`config.mk`:
```
export PLATFORM = sky130hd
export DESIGN_NAME = pmc_power_mode_controller
export DESIGN_NICKNAME = d
export VERILOG_FILES = /design/src/rtl/pmc_pkg.sv /design/src/rtl/pmc_power_mode_controller.sv /design/src/rtl/pmc_debounce.sv
export SDC_FILE = /design/constraint.sdc
export NUM_CORES = 1
export LEC_CHECK = 0
export ABC_AREA = 1
export BUFFER_PORTS_ARGS = -buffer_cell sky130_fd_sc_hd__buf_4
export CAP_MARGIN = 20
export CORE_ASPECT_RATIO = 0.6
export CORE_MARGIN = 4
export CORE_UTILIZATION = 55
export DETAILED_ROUTE_END_ITERATION = 8
export PLACE_DENSITY = 0.77
export SLEW_MARGIN = 30
export SYNTH_ARGS = -nofsm -noshare
export SYNTH_HDL_FRONTEND = slang
export SYNTH_SLANG_ARGS = --single-unit
```
`constraint.sdc`:
```
create_clock -name clk -period 2 [get_ports clk]
set_input_delay 0.1 -clock clk [delete_from_list [all_inputs] [get_ports clk]]
set_output_delay 0.1 -clock clk [all_outputs]
set_load 0.01 [all_outputs]
```
`src/rtl/pmc_pkg.sv`:
```
// Package of the power-mode controller: modes, clock choices, carriers,
// timing constants. Assumes a single 250 MHz system clock.
package pmc_pkg;

   // ------------------------------------------------------------------
   // Clock and timing
   // ------------------------------------------------------------------
   localparam int CLK_MHZ = 250;
   // Wakeup latencies, in ns (1.8 us, 5.4 us, 50 us).
   localparam int SLEEP_LAT_NS = 1800;
   localparam int STOP_LAT_NS = 5400;
   localparam int SBY_LAT_NS = 50000;
   // Longest times round down to whole cycles.
   localparam int SLEEP_LAT_CYC = SLEEP_LAT_NS * CLK_MHZ / 1000;
   localparam int STOP_LAT_CYC = STOP_LAT_NS * CLK_MHZ / 1000;
   localparam int SBY_LAT_CYC = SBY_LAT_NS * CLK_MHZ / 1000;
   // Push-button settling time, in ns; least time rounds up.
   localparam int DEB_NS = 10000;
   localparam int DEB_CYC = (DEB_NS * CLK_MHZ + 999) / 1000;
   // Cycles the core reset is held in the boot sequence.
   localparam int BOOT_CYC = 16;
   // Cycles of a wake spent outside the countdown: synchroniser, counter load and the exit step.
   localparam int WAKE_PIPE_CYC = 4;
   localparam int CNT_W = 16;
   localparam int NPER = 8;

   // ------------------------------------------------------------------
   // Types
   // ------------------------------------------------------------------
   typedef enum logic [1:0] {PMC_RUN, PMC_SLEEP, PMC_STOP, PMC_STANDBY} pmc_mode_t;
   typedef enum logic [1:0] {PMC_CLK_8, PMC_CLK_16, PMC_CLK_32, PMC_CLK_64} pmc_clk_t;
   localparam pmc_clk_t CLK_RST = PMC_CLK_8;

   // Software request strobes and levels, same clock domain.
   typedef struct packed {
      logic lp_req;
      pmc_mode_t lp_target;
      logic trx_off;
      logic clk_wr;
      pmc_clk_t clk_target;
   } pmc_sw_t;

   // Wakeup source selection.
   typedef struct packed {
      logic rtc_en;
      logic ext_en;
      logic pin_en;
      logic trx_en;
   } pmc_wake_t;

endpackage

```
`src/rtl/pmc_power_mode_controller.sv`:
```
// Power-mode sequencer: Run, Sleep, Stop and Standby, with clock gating,
// transceiver power, retention, pin state and wakeup qualification.
// Assumes software strobes and peripheral interrupts are on clk; the RTC
// event and all pins are asynchronous and are synchronised here.
`timescale 1ns/100ps

// Functional notes
// - Reset always lands in Run, core clocked.
// - Low-power entry only on software request.
// - Run: clock only enabled or stack peripherals.
// - Run: transceiver on unless software disables.
// - Sleep: core stopped, wake sources stay clocked.
// - Sleep: any selected interrupt wakes within 1.8us.
// - Sleep: pin configuration left unchanged.
// - Stop: core and peripherals unclocked, context kept.
// - Stop: RTC or pin interrupt wakes, 5.4us.
// - Stop: pins hold configuration from entry.
// - Standby: transceiver, peripherals off, context lost.
// - Backup registers kept in every mode.
// - Standby: RTC or wakeup pin, 50us.
// - Standby: all pins become analog inputs.
// - Standby exit runs full reset sequence.
// - External reset pin is debounced first.
// - Core clock 8MHz after reset, selectable later.
// - Boot select high at reset starts bootloader.
module pmc_power_mode_controller
   import pmc_pkg::*;
#(
   parameter int SBY_CYC = SBY_LAT_CYC
) (
   input wire logic clk,
   input wire logic sys_rst,
   input wire logic reset_n_pin,
   input wire logic boot_select_pin,
   input wire pmc_sw_t sw,
   input wire logic [NPER-1:0] periph_en,
   input wire logic [NPER-1:0] stack_use,
   input wire logic [NPER-1:0] wake_sel,
   input wire logic [NPER-1:0] periph_irq,
   input wire pmc_wake_t wake_cfg,
   input wire logic trx_irq,
   input wire logic rtc_evt,
   input wire logic ext_irq_pin,
   input wire logic wakeup_pin,
   output pmc_mode_t mode_q,
   output logic core_rst_q,
   output logic core_clk_en_q,
   output pmc_clk_t core_clk_sel_q,
   output logic [NPER-1:0] periph_clk_en_q,
   output logic radio_transceiver_pwr_q,
   output logic ctx_retain_q,
   output logic io_hold_q,
   output logic io_analog_q,
   output logic backup_keep_q,
   output logic main_supply_off_ok_q,
   output logic bootloader_q
);

   // ------------------------------------------------------------------
   // Synchronisers and reset debounce
   // ------------------------------------------------------------------
   typedef enum logic [2:0] {S_BOOT, S_RUN, S_SLEEP, S_STOP, S_STANDBY, S_WAKE} pmc_st_t;

   logic [3:0] as1_q;
   logic [3:0] as2_q;
   logic rtc_s;
   logic ext_s;
   logic pin_s;
   logic boot_s;
   logic btn_n;

   always_ff @(posedge clk or posedge sys_rst) begin
      if (sys_rst) begin
         as1_q <= '0;
         as2_q <= '0;
      end else begin
         as1_q <= {boot_select_pin, wakeup_pin, ext_irq_pin, rtc_evt};
         as2_q <= as1_q;
      end
   end

   assign rtc_s = as2_q[0];
   assign ext_s = as2_q[1];
   assign pin_s = as2_q[2];
   assign boot_s = as2_q[3];

   pmc_debounce #(
      .CYC(DEB_CYC)
   ) u_deb (
      .clk(clk),
      .sys_rst(sys_rst),
      .pin_n(reset_n_pin),
      .clean_n_q(btn_n)
   );

   // ------------------------------------------------------------------
   // Wake qualification
   // ------------------------------------------------------------------
   logic sleep_wake;
   logic stop_wake;
   logic sby_wake;

   // Unselected sources are masked off here and never reach the sequencer.
   assign sleep_wake = (|(periph_irq & wake_sel)) | (wake_cfg.trx_en & trx_irq);
   assign stop_wake = (wake_cfg.rtc_en & rtc_s) | (wake_cfg.ext_en & ext_s);
   assign sby_wake = (wake_cfg.rtc_en & rtc_s) | (wake_cfg.pin_en & pin_s);

   // ------------------------------------------------------------------
   // Sequencer
   // ------------------------------------------------------------------
   pmc_st_t st_q;
   pmc_st_t st_d;
   logic [CNT_W-1:0] cnt_q;
   logic [CNT_W-1:0] cnt_d;
   logic to_boot_q;
   logic to_boot_d;
   logic cnt_zero;

   assign cnt_zero = (cnt_q == '0);

   always_comb begin
      st_d = st_q;
      cnt_d = cnt_q;
      to_boot_d = to_boot_q;
      if (!btn_n) begin
         st_d = S_BOOT;
         cnt_d = CNT_W'(BOOT_CYC - 1);
      end else begin
         unique case (st_q)
            S_BOOT: begin
               if (cnt_zero) begin
                  st_d = S_RUN;
               end else begin
                  cnt_d = cnt_q - 1'b1;
               end
            end
            S_RUN: begin
               if (sw.lp_req) begin
                  unique case (sw.lp_target)
                     PMC_SLEEP: st_d = S_SLEEP;
                     PMC_STOP: st_d = S_STOP;
                     PMC_STANDBY: st_d = S_STANDBY;
                     PMC_RUN: st_d = S_RUN;
                  endcase
               end
            end
            S_SLEEP: begin
               if (sleep_wake) begin
                  st_d = S_WAKE;
                  cnt_d = CNT_W'(SLEEP_LAT_CYC - WAKE_PIPE_CYC);
                  to_boot_d = 1'b0;
               end
            end
            S_STOP: begin
               if (stop_wake) begin
                  st_d = S_WAKE;
                  cnt_d = CNT_W'(STOP_LAT_CYC - WAKE_PIPE_CYC);
                  to_boot_d = 1'b0;
               end
            end
            S_STANDBY: begin
               if (sby_wake) begin
                  st_d = S_WAKE;
                  cnt_d = CNT_W'(SBY_CYC - WAKE_PIPE_CYC);
                  to_boot_d = 1'b1;
               end
            end
            S_WAKE: begin
               if (!cnt_zero) begin
                  cnt_d = cnt_q - 1'b1;
               end else if (to_boot_q) begin
                  // Standby lost all context, so wake means a cold start.
                  st_d = S_BOOT;
                  cnt_d = CNT_W'(BOOT_CYC - 1);
               end else begin
                  st_d = S_RUN;
               end
            end
            default: begin
               st_d = S_BOOT;
               cnt_d = CNT_W'(BOOT_CYC - 1);
            end
         endcase
      end
   end

   always_ff @(posedge clk or posedge sys_rst) begin
      if (sys_rst) begin
         st_q <= S_BOOT;
         cnt_q <= CNT_W'(BOOT_CYC - 1);
         to_boot_q <= 1'b0;
      end else begin
         st_q <= st_d;
         cnt_q <= cnt_d;
         to_boot_q <= to_boot_d;
      end
   end

   // ------------------------------------------------------------------
   // Core clock selection and boot source
   // ------------------------------------------------------------------
   always_ff @(posedge clk or posedge sys_rst) begin
      if (sys_rst) begin
         core_clk_sel_q <= CLK_RST;
      end else if (st_d == S_BOOT) begin
         core_clk_sel_q <= CLK_RST;
      end else if (st_q == S_RUN && sw.clk_wr) begin
         core_clk_sel_q <= sw.clk_target;
      end
   end

   // Boot select is caught while the core reset is held, so both a pin
   // reset and a power-on see it; the pad pull-down makes floating read low.
   always_ff @(posedge clk or posedge sys_rst) begin
      if (sys_rst) begin
         bootloader_q <= 1'b0;
      end else if (st_q == S_BOOT) begin
         bootloader_q <= boot_s;
      end
   end

   // ------------------------------------------------------------------
   // Mode outputs, registered from the next state
   // ------------------------------------------------------------------
   always_ff @(posedge clk or posedge sys_rst) begin
      if (sys_rst) begin
         mode_q <= PMC_RUN;
         core_rst_q <= 1'b1;
         core_clk_en_q <= 1'b1;
         periph_clk_en_q <= '0;
         radio_transceiver_pwr_q <= 1'b0;
         ctx_retain_q <= 1'b0;
         io_hold_q <= 1'b0;
         io_analog_q <= 1'b0;
         main_supply_off_ok_q <= 1'b0;
      end else begin
         core_rst_q <= (st_d == S_BOOT);
         core_clk_en_q <= (st_d == S_BOOT) || (st_d == S_RUN);
         ctx_retain_q <= (st_d != S_STANDBY) && !(st_d == S_WAKE && to_boot_d);
         // Pins stay frozen through the Sleep or Stop wake countdown, until the core runs again; a Standby wake releases them.
         io_hold_q <= (st_d == S_SLEEP) || (st_d == S_STOP) || (st_d == S_WAKE && !to_boot_d);
         io_analog_q <= (st_d == S_STANDBY);
         main_supply_off_ok_q <= (st_d == S_STANDBY);
         unique case (st_d)
            S_RUN: begin
               mode_q <= PMC_RUN;
               periph_clk_en_q <= periph_en | stack_use;
               radio_transceiver_pwr_q <= !sw.trx_off;
            end
            S_SLEEP: begin
               mode_q <= PMC_SLEEP;
               periph_clk_en_q <= wake_sel;
               radio_transceiver_pwr_q <= wake_cfg.trx_en;
            end
            S_STOP: begin
               mode_q <= PMC_STOP;
               periph_clk_en_q <= '0;
               radio_transceiver_pwr_q <= 1'b0;
            end
            S_STANDBY: begin
               mode_q <= PMC_STANDBY;
               periph_clk_en_q <= '0;
               radio_transceiver_pwr_q <= 1'b0;
            end
            S_BOOT: begin
               // A restart shows Run, as a reset does, so no low-power mode is claimed.
               mode_q <= PMC_RUN;
               periph_clk_en_q <= '0;
               radio_transceiver_pwr_q <= 1'b0;
            end
            S_WAKE: begin
               periph_clk_en_q <= '0;
               radio_transceiver_pwr_q <= 1'b0;
            end
            default: begin
               periph_clk_en_q <= '0;
               radio_transceiver_pwr_q <= 1'b0;
            end
         endcase
      end
   end

   // Backup domain sits outside every power switch this block drives.
   always_ff @(posedge clk or posedge sys_rst) begin
      if (sys_rst) begin
         backup_keep_q <= 1'b1;
      end else begin
         backup_keep_q <= 1'b1;
      end
   end

   logic [CNT_W-1:0] sby_wait_q;

   always_ff @(posedge clk or posedge sys_rst) begin
      if (sys_rst) begin
         sby_wait_q <= '0;
      end else if (st_q == S_WAKE && to_boot_q) begin
         sby_wait_q <= sby_wait_q + 1'b1;
      end else begin
         sby_wait_q <= '0;
      end
   end

   // The Stop latency is too long for a delay range, so it is counted here.
   logic [CNT_W-1:0] stop_wait_q;

   always_ff @(posedge clk or posedge sys_rst) begin
      if (sys_rst) begin
         stop_wait_q <= '0;
      end else if (st_q == S_STOP && stop_wake && btn_n) begin
         stop_wait_q <= CNT_W'(1);
      end else if (stop_wait_q != '0 && !core_clk_en_q) begin
         stop_wait_q <= stop_wait_q + 1'b1;
      end else begin
         stop_wait_q <= '0;
      end
   end

   logic [NPER-1:0] wake_sel_past;

   always_ff @(posedge clk or posedge sys_rst) begin
      if (sys_rst) begin
         wake_sel_past <= '0;
      end else begin
         wake_sel_past <= wake_sel;
      end
   end
endmodule // pmc_power_mode_controller

```
`src/rtl/pmc_debounce.sv`:
```
// Debouncer for an active-low push-button pin.
// Assumes the pin is asynchronous to clk; it is synchronised first.
`timescale 1ns/100ps
module pmc_debounce
   import pmc_pkg::*;
#(
   parameter int CYC = DEB_CYC
) (
   input wire logic clk,
   input wire logic sys_rst,
   input wire logic pin_n,
   output logic clean_n_q
);

   logic sync1_q;
   logic sync2_q;
   logic [CNT_W-1:0] cnt_q;

   always_ff @(posedge clk or posedge sys_rst) begin
      if (sys_rst) begin
         sync1_q <= 1'b1;
         sync2_q <= 1'b1;
      end else begin
         sync1_q <= pin_n;
         sync2_q <= sync1_q;
      end
   end

   // The output only moves after the input has stood still for CYC cycles,
   // so contact bounce never yields more than one reset.
   always_ff @(posedge clk or posedge sys_rst) begin
      if (sys_rst) begin
         cnt_q <= '0;
         clean_n_q <= 1'b1;
      end else if (sync2_q == clean_n_q) begin
         cnt_q <= '0;
      end else if (cnt_q == CNT_W'(CYC - 1)) begin
         cnt_q <= '0;
         clean_n_q <= sync2_q;
      end else begin
         cnt_q <= cnt_q + 1'b1;
      end
   end

endmodule // pmc_debounce

```
==> flow_summary.yaml, run 1 <==
placed_design:
  placed_cell_area_um2: 4540
  io_buffers: 70
  dp_worst_setup_slack_ns: -0.00866
  place_congestion: 0.989
  dp_hpwl_um: 7990
sta:
  slew_headroom_pct: 63.4
  final-max-slew-violation-count: 0
  worst_pin_slew_ns: 0.549
  layout_setup_ws_ns: 0.0981
  fmax_mhz: 526
  fin_worst_skew_ns: 0.00578
  setup-violations-final: 0
  finalCritPeriodShare_pct: 95.1
  hold_violations: 0
  whs_ns: 0.00586
  min_period_ns: 1.90
synth:
  synthesis.instances: 503
  yosysWarnings: 0
  synth_area_leaders: "dfrtp_1, nand2_1, nand3_1, dfstp_2, nor2_1"
  synth_cell_type_count: 41
  ys_dominant_reg_cell: "dfrtp_1"
  synthesis.area_per_instance_um2: 7.56
  synthArstFlopShare_pct: 100
  synth_top_area_cell: "dfrtp_1"
  ys_top_cells_by_count: "nand2_1, nand3_1, nor2_1, dfrtp_1, inv_1"
  yosysMostFrequentCell: "nand2_1"
  ys_seq_area_share_pct: 43.7
  ys_ff_latch: 66
  yosys.area.top_type_share_pct: 37.5
  synth_edf_count: 0
  syn-num-nets: 557
  synth.cell_area_um2: 3800
detailed_routing:
  wl_per_cell_um: 15.7
  first_pass_iters: 5
  dr_total_vias: 3780
  drt_iter0_markers: 355
  drcViolationCount: 0
  routed_wl_um: 11000
  ant_nets: 0
  drt-vias-per-instance: 5.41
setup_path:
  path_max_fanout: 5
  path_class: "reg -> reg"
  cp.arrival_ns: 2.13
  r2r_setup_slack_ns: 0.1
  crit_path_end_kind: "flop"
  worstSetupStartpointType: "flop"
  cp.required_ns: 2.23
power_and_ir_drop:
  swShare_pct: 22.0
  p_leak_nw: 2.68
  cellPowerDensity_nw_per_um2: 648
  switchingPower_w: 0.000723
  ir_worst_vdd_mv: 0.547
  p_int_w: 0.00257
  pwr-share-clk_pct: 53.2
  power_frac_comb_pct: 5.4
  finalPower_w: 0.00329
  pwr-share-seq_pct: 41.4
floorplanning:
  dieArea_um2: 8350
  fp.coreArea_um2: 6710
  initial_utilization_pct: 56.7
  placementRows: 23
  die_w_um: 115
  io_pins: 72
  die_height_um: 72.4
global_route:
  grt_max_degree: 27
  antenna_found_initial: 0
  grt_use_total_pct: 27.1
  gr-total-overflow: 0
  grt_pass1_wl_um: 17500
  grt_pass1_vias: 3681
final_layout:
  fin_area_um2: 5080
  fillers: 475
  seqCellArea_um2: 1660
  multi_input_area_um2: 1980
  diodes: 0
  area_growth_syn_to_layout_pct: 33.8
  drive_gt1_share_pct: 28.9
  nNetsFinal: 661
clock_tree:
  root_buffer: "clkbuf_16"
  clock_sinks: 66
  cts_buffers: 9
  clock_latency_ns: 0.33
  cts.path.max_buffers: 2
  htreeDepth: 3
  cts_tree: "yes"
  clkTransAtPathRegs_ns: 0.06
hold_path:
  hp-class: "in -> reg"
flow_run:
  cap_violations: 0
status:
  status: "complete, no violations"
## through the flow
stage	cells	TNS [ns]	utilization (%)
5_1_grt	699	-0.0335	75.8
3_3_place_gp	672	0	67.7
4_1_cts	694	-0.0597	73.6
3_5_place_dp	672	-0.0210	67.7
6_report	699	0	75.8
2_1_floorplan	503	0	-
## cell usage in the layout (no fill, tap or decap), types with 2 or more instances in the layout
cell / netlist / routed
a211oi_1: 2 / 2
or2_2: 8 / 8
nand3_4: 1 / 4
nand3_2: 6 / 5
nand4_1: 8 / 8
o21ai_1: 9 / 10
inv_6: 0 / 4
nor3b_1: 4 / 4
xor2_1: 10 / 10
dlygate4sd3_1: 0 / 6
nor2_1: 59 / 54
a21oi_1: 9 / 9
nand2_4: 3 / 5
mux2_2: 2 / 2
buf_4: 4 / 93
nor2_4: 3 / 7
inv_2: 5 / 5
nor3_1: 4 / 3
dfstp_2: 9 / 9
inv_1: 51 / 50
nand2_2: 2 / 5
nor4_1: 4 / 4
o21ai_0: 16 / 15
a21oi_4: 1 / 2
bufinv_16: 0 / 2
o211ai_1: 3 / 3
dfrtp_1: 57 / 56
clkbuf_16: 0 / 9
nor2_2: 8 / 9
nand2_1: 136 / 131
ha_1: 3 / 3
nand3_1: 62 / 60
## cells by family (layout without fill, tap and decap cells)
kind of cell | Yosys count | after routing | share of synthesized area (%)
AND/OR/NAND/NOR | 311 | 312 | 38.0
buffers and inverters | 65 | 173 | 7.31
XOR/XNOR | 11 | 11 | 2.53
AO/OA/AOI/OAI | 44 | 44 | 6.72
multiplexers | 2 | 2 | 0.592
other | 1 | 1 | 0.0987
flip-flops | 66 | 66 | 43.7
adder cells (fa/ha/maj) | 3 | 3 | 0.988
## layer usage
| layer | routed length [um] | global-route usage (%) | vias to the layer above | part of all wire (%) |
|---|---|---|---|---|
| li1 | - | - | 1832 | - |
| met1 | 4980 | 41.0 | 1758 | 45 |
| met2 | 4850 | 38.6 | 178 | 44 |
| met3 | 1040 | 7.17 | 12 | 9.5 |
| met4 | 111 | 6.51 | 0 | 1.0 |
| met5 | 0 | 0 | - | 0 |
## timing repair
action	4_1_cts	5_1_grt
endpoints found under the setup margin	10	36
setup buffers	0	4
pin swaps	0	5
resized for setup	1	27
endpoints found under the hold margin	21	0
hold buffers	6	0
gates cloned	0	1
## registers in the layout (all words and copies together) (netlist names), 2 cells and up
| name | flops |
|---|---|
| cnt_q | 16 |
| as1_q | 4 |
| as2_q | 4 |
| mode_q | 2 |
| u_deb.cnt_q | 16 |
| core_clk_sel_q | 2 |
| periph_clk_en_q | 8 |
| st_q | 3 |
## cell type report
class	instances	share of cell area (%)
clock buffers	9	4.43
clock inverters	7	2.09
inverters	57	4.36
multi-input cells	373	39.0
flip-flops and latches	66	32.7
well taps	87	2.14
repair buffers	100	15.3
## worst paths after layout
kind	startpoint	end	cells past startpoint
setup / recovery	cnt_q[0]	ctx_retain_q	13
min in group asynchronous	sys_rst	periph_clk_en_q[0]	3
max in group asynchronous	sys_rst	u_deb.sync1_q	4
hold reg to reg	as1_q[0]	as2_q[0]	0
hold / removal	wake_sel[5]	periph_clk_en_q[5]	3
setup reg to reg	cnt_q[0]	ctx_retain_q	13
## power by group through the flow
stage	registers (W)	logic [W]	clock network, W
5_1_grt	0.00136	0.000201	0.00184
4_1_cts	0.00136	0.000178	0.00177
2_1_floorplan	0.00138	0.0000634	0
6_report	0.00136	0.000179	0.00175
3_5_place_dp	0.00139	0.000167	0
3_3_place_gp	0.00138	0.000165	0
## critical path: stages (launching register included)
cell	delay, ns
dfstp_2	0.55
inv_1	0.07
ha_1	0.22
nand2_2	0.13
nor2_4	0.06
nand2_2	0.08
nand2_4	0.08
nand2_1	0.08
inv_1	0.04
nand2_2	0.09
buf_4	0.13
nand3_1	0.07
nor2_1	0.13
nor2_1	0.05
No activity file was read; power rests on OpenSTA's default activity.
==> run 2, diff against run 1 <==
--- a/config.mk
+++ b/config.mk
@@ -10,9 +10,9 @@
 export CAP_MARGIN = 20
 export CORE_ASPECT_RATIO = 0.6
 export CORE_MARGIN = 4
-export CORE_UTILIZATION = 55
+export CORE_UTILIZATION = 40
 export DETAILED_ROUTE_END_ITERATION = 8
-export PLACE_DENSITY = 0.77
+export PLACE_DENSITY = 0.59
 export SLEW_MARGIN = 30
 export SYNTH_ARGS = -nofsm -noshare
 export SYNTH_HDL_FRONTEND = slang
==> flow_summary.yaml, run 2 (synthesis gave the netlist of run 1 again) <==
power_and_ir_drop:
  cellPowerDensity_nw_per_um2: 589
  p_leak_nw: 2.66
  ir_worst_vdd_mv: 0.479
hold_path:
  whs_endpoint: "periph_clk_en_q[5]"
  hp-class: "in -> reg"
  hold_path_depth: 3
  holdCritStartpoint: "wake_sel[5]"
floorplanning:
  die_height_um: 83.5
  fp.coreArea_um2: 9220
  dieArea_um2: 11200
  io_pins: 72
  initial_utilization_pct: 41.2
  die_w_um: 134
  placementRows: 27
setup_path:
  reg2reg_from: "cnt_q[0]"
  cp.arrival_ns: 2.13
  cp_top_family: "simple AND/OR/NAND/NOR gates"
  crit_chain: "inv_2 > ha_4 > nand2_4 > nor2_1 > nand3_2 > nor2_4 > nor2_2 > nand2_2 > nand2_4 > clkinvlp_4 > nand3_2 > nand2_1"
  path_max_fanout: 5
  critPathBufInv: 2
  cp.required_ns: 2.23
  slowest_delay_ns: 0.56
  crit_path_end_kind: "flop"
  worst_path_max_delay_cell: "dfstp_2"
  r2r_cells: 12
  path_class: "reg -> reg"
  r2r-end: "periph_clk_en_q[5]"
  r2r_setup_slack_ns: 0.10
  worstSetupStartpointType: "flop"
sta:
  slew_headroom_pct: 63.1
  min_period_ns: 1.90
  fin_worst_skew_ns: 0.00744
  final-max-slew-violation-count: 0
  finalCritPeriodShare_pct: 95.0
  hold_violations: 0
  worst_pin_slew_ns: 0.551
  setup-violations-final: 0
  fmax_mhz: 527
  whs_ns: 0.00542
global_route:
  top_usage_layer: "met1"
  grt_use_total_pct: 19.8
  grt_pass1_wl_um: 17600
  grtUsageMet3_pct: 5.90
  antenna_found_initial: 0
  met1_usage_pct: 32.2
  gr-total-overflow: 0
  grt_max_degree: 67
  use_met2_pct: 24.7
  grt_pass1_vias: 3510
detailed_routing:
  drcViolationCount: 0
  wl_per_cell_um: 14.3
  ant_nets: 0
  dr_total_vias: 3677
  first_pass_iters: 5
  drt_iter0_markers: 288
  routed_wl_um: 10700
  drt-vias-per-instance: 4.92
status:
  status: "complete, no violations"
clock_tree:
  cts_tree: "yes"
  cts_buffers: 9
  clkTransAtPathRegs_ns: 0.06
  cts.path.max_buffers: 2
  htreeDepth: 3
  root_buffer: "clkbuf_16"
  clock_sinks: 66
  clock_latency_ns: 0.34
placed_design:
  place_congestion: 0.978
  dpl.cell_count: 719
  io_buffers: 70
  dp_hpwl_um: 8060
final_layout:
  final_common_cell: "nand2_1"
  nNetsFinal: 667
  final_cell_mix: "nand2_1, buf_4, nand3_1, dfrtp_1, inv_1"
  diodes: 0
  area_growth_syn_to_layout_pct: 35.8
  top_regs: "cnt_q (16), u_deb.cnt_q (16), periph_clk_en_q (8)"
  instances_no_fill: 748
  drive_gt1_share_pct: 31.7
flow_run:
  cap_violations: 0
## run 2: tightest hold or removal path: stages
cell and delay (ns):
buf_4 0.08, nand3_1 0.06, nand2_1 0.06
## run 2: power breakdown
part           internal [W]  switching (W)
Clock              0.000857       0.000645
Combinational      0.000101      0.0000778
Sequential          0.00135     0.00000776
Total               0.00231       0.000731
## run 2: layout make-up
class | instances | area, um^2
Clock buffer | 9 | 225
Clock inverter | 7 | 58.8
Fill cell | 885 | 4060
Inverter | 57 | 219
Multi-Input combinational cell | 372 | 1990
Sequential cell | 66 | 1670
Tap cell | 130 | 163
Timing Repair Buffer | 106 | 832
Timing Repair inverter | 1 | 7.51
## run 2: what timing repair did
item                                    CTS  global route
hold buffers                              8             0
endpoints found under the setup margin    8            40
gates resized for setup                   3            36
buffers inserted                          0             4
cloned                                    0             1
endpoints found under the hold margin    64             0
pin swaps                                 0             6
## run 2: worst max path at each step
stage	endpoint	slack (ns)	startpoint	cells after the start
2_1_floorplan	cnt_q[9]	0.24	cnt_q[0]	12
3_3_place_gp	periph_clk_en_q[7]	0.08	cnt_q[0]	13
3_5_place_dp	cnt_q[0]	-0.02	cnt_q[0]	11
4_1_cts	radio_transceiver_pwr_q	0.03	cnt_q[0]	13
5_1_grt	u_deb.cnt_q[12]	-0.006	u_deb.cnt_q[0]	10
6_report	periph_clk_en_q[5]	0.10	cnt_q[0]	12
## run 2: metal layers
metal | wire length, um | vias to the layer above
met1 | 5680 | 1694
li1 | - | 1848
met5 | 0 | -
met2 | 4100 | 123
met3 | 832 | 12
met4 | 115 | 0
## run 2: through the flow
| stage | setup slack (ns) | setup TNS [ns] | power [W] | util (%) | cell area, um^2 |
|---|---|---|---|---|---|
| after floorplan | 0.239 | 0 | 0.00145 | - | 3800 |
| after global placement | 0.0799 | 0 | 0.00155 | 50.1 | 4620 |
| after detailed placement | -0.0249 | -0.0259 | 0.00155 | 50.1 | 4620 |
| after CTS | 0.0256 | 0 | 0.00308 | 54.2 | 5000 |
| after global routing | -0.00560 | -0.00560 | 0.00317 | 56.0 | 5160 |
| final | 0.101 | 0 | 0.00304 | 56.0 | 5160 |
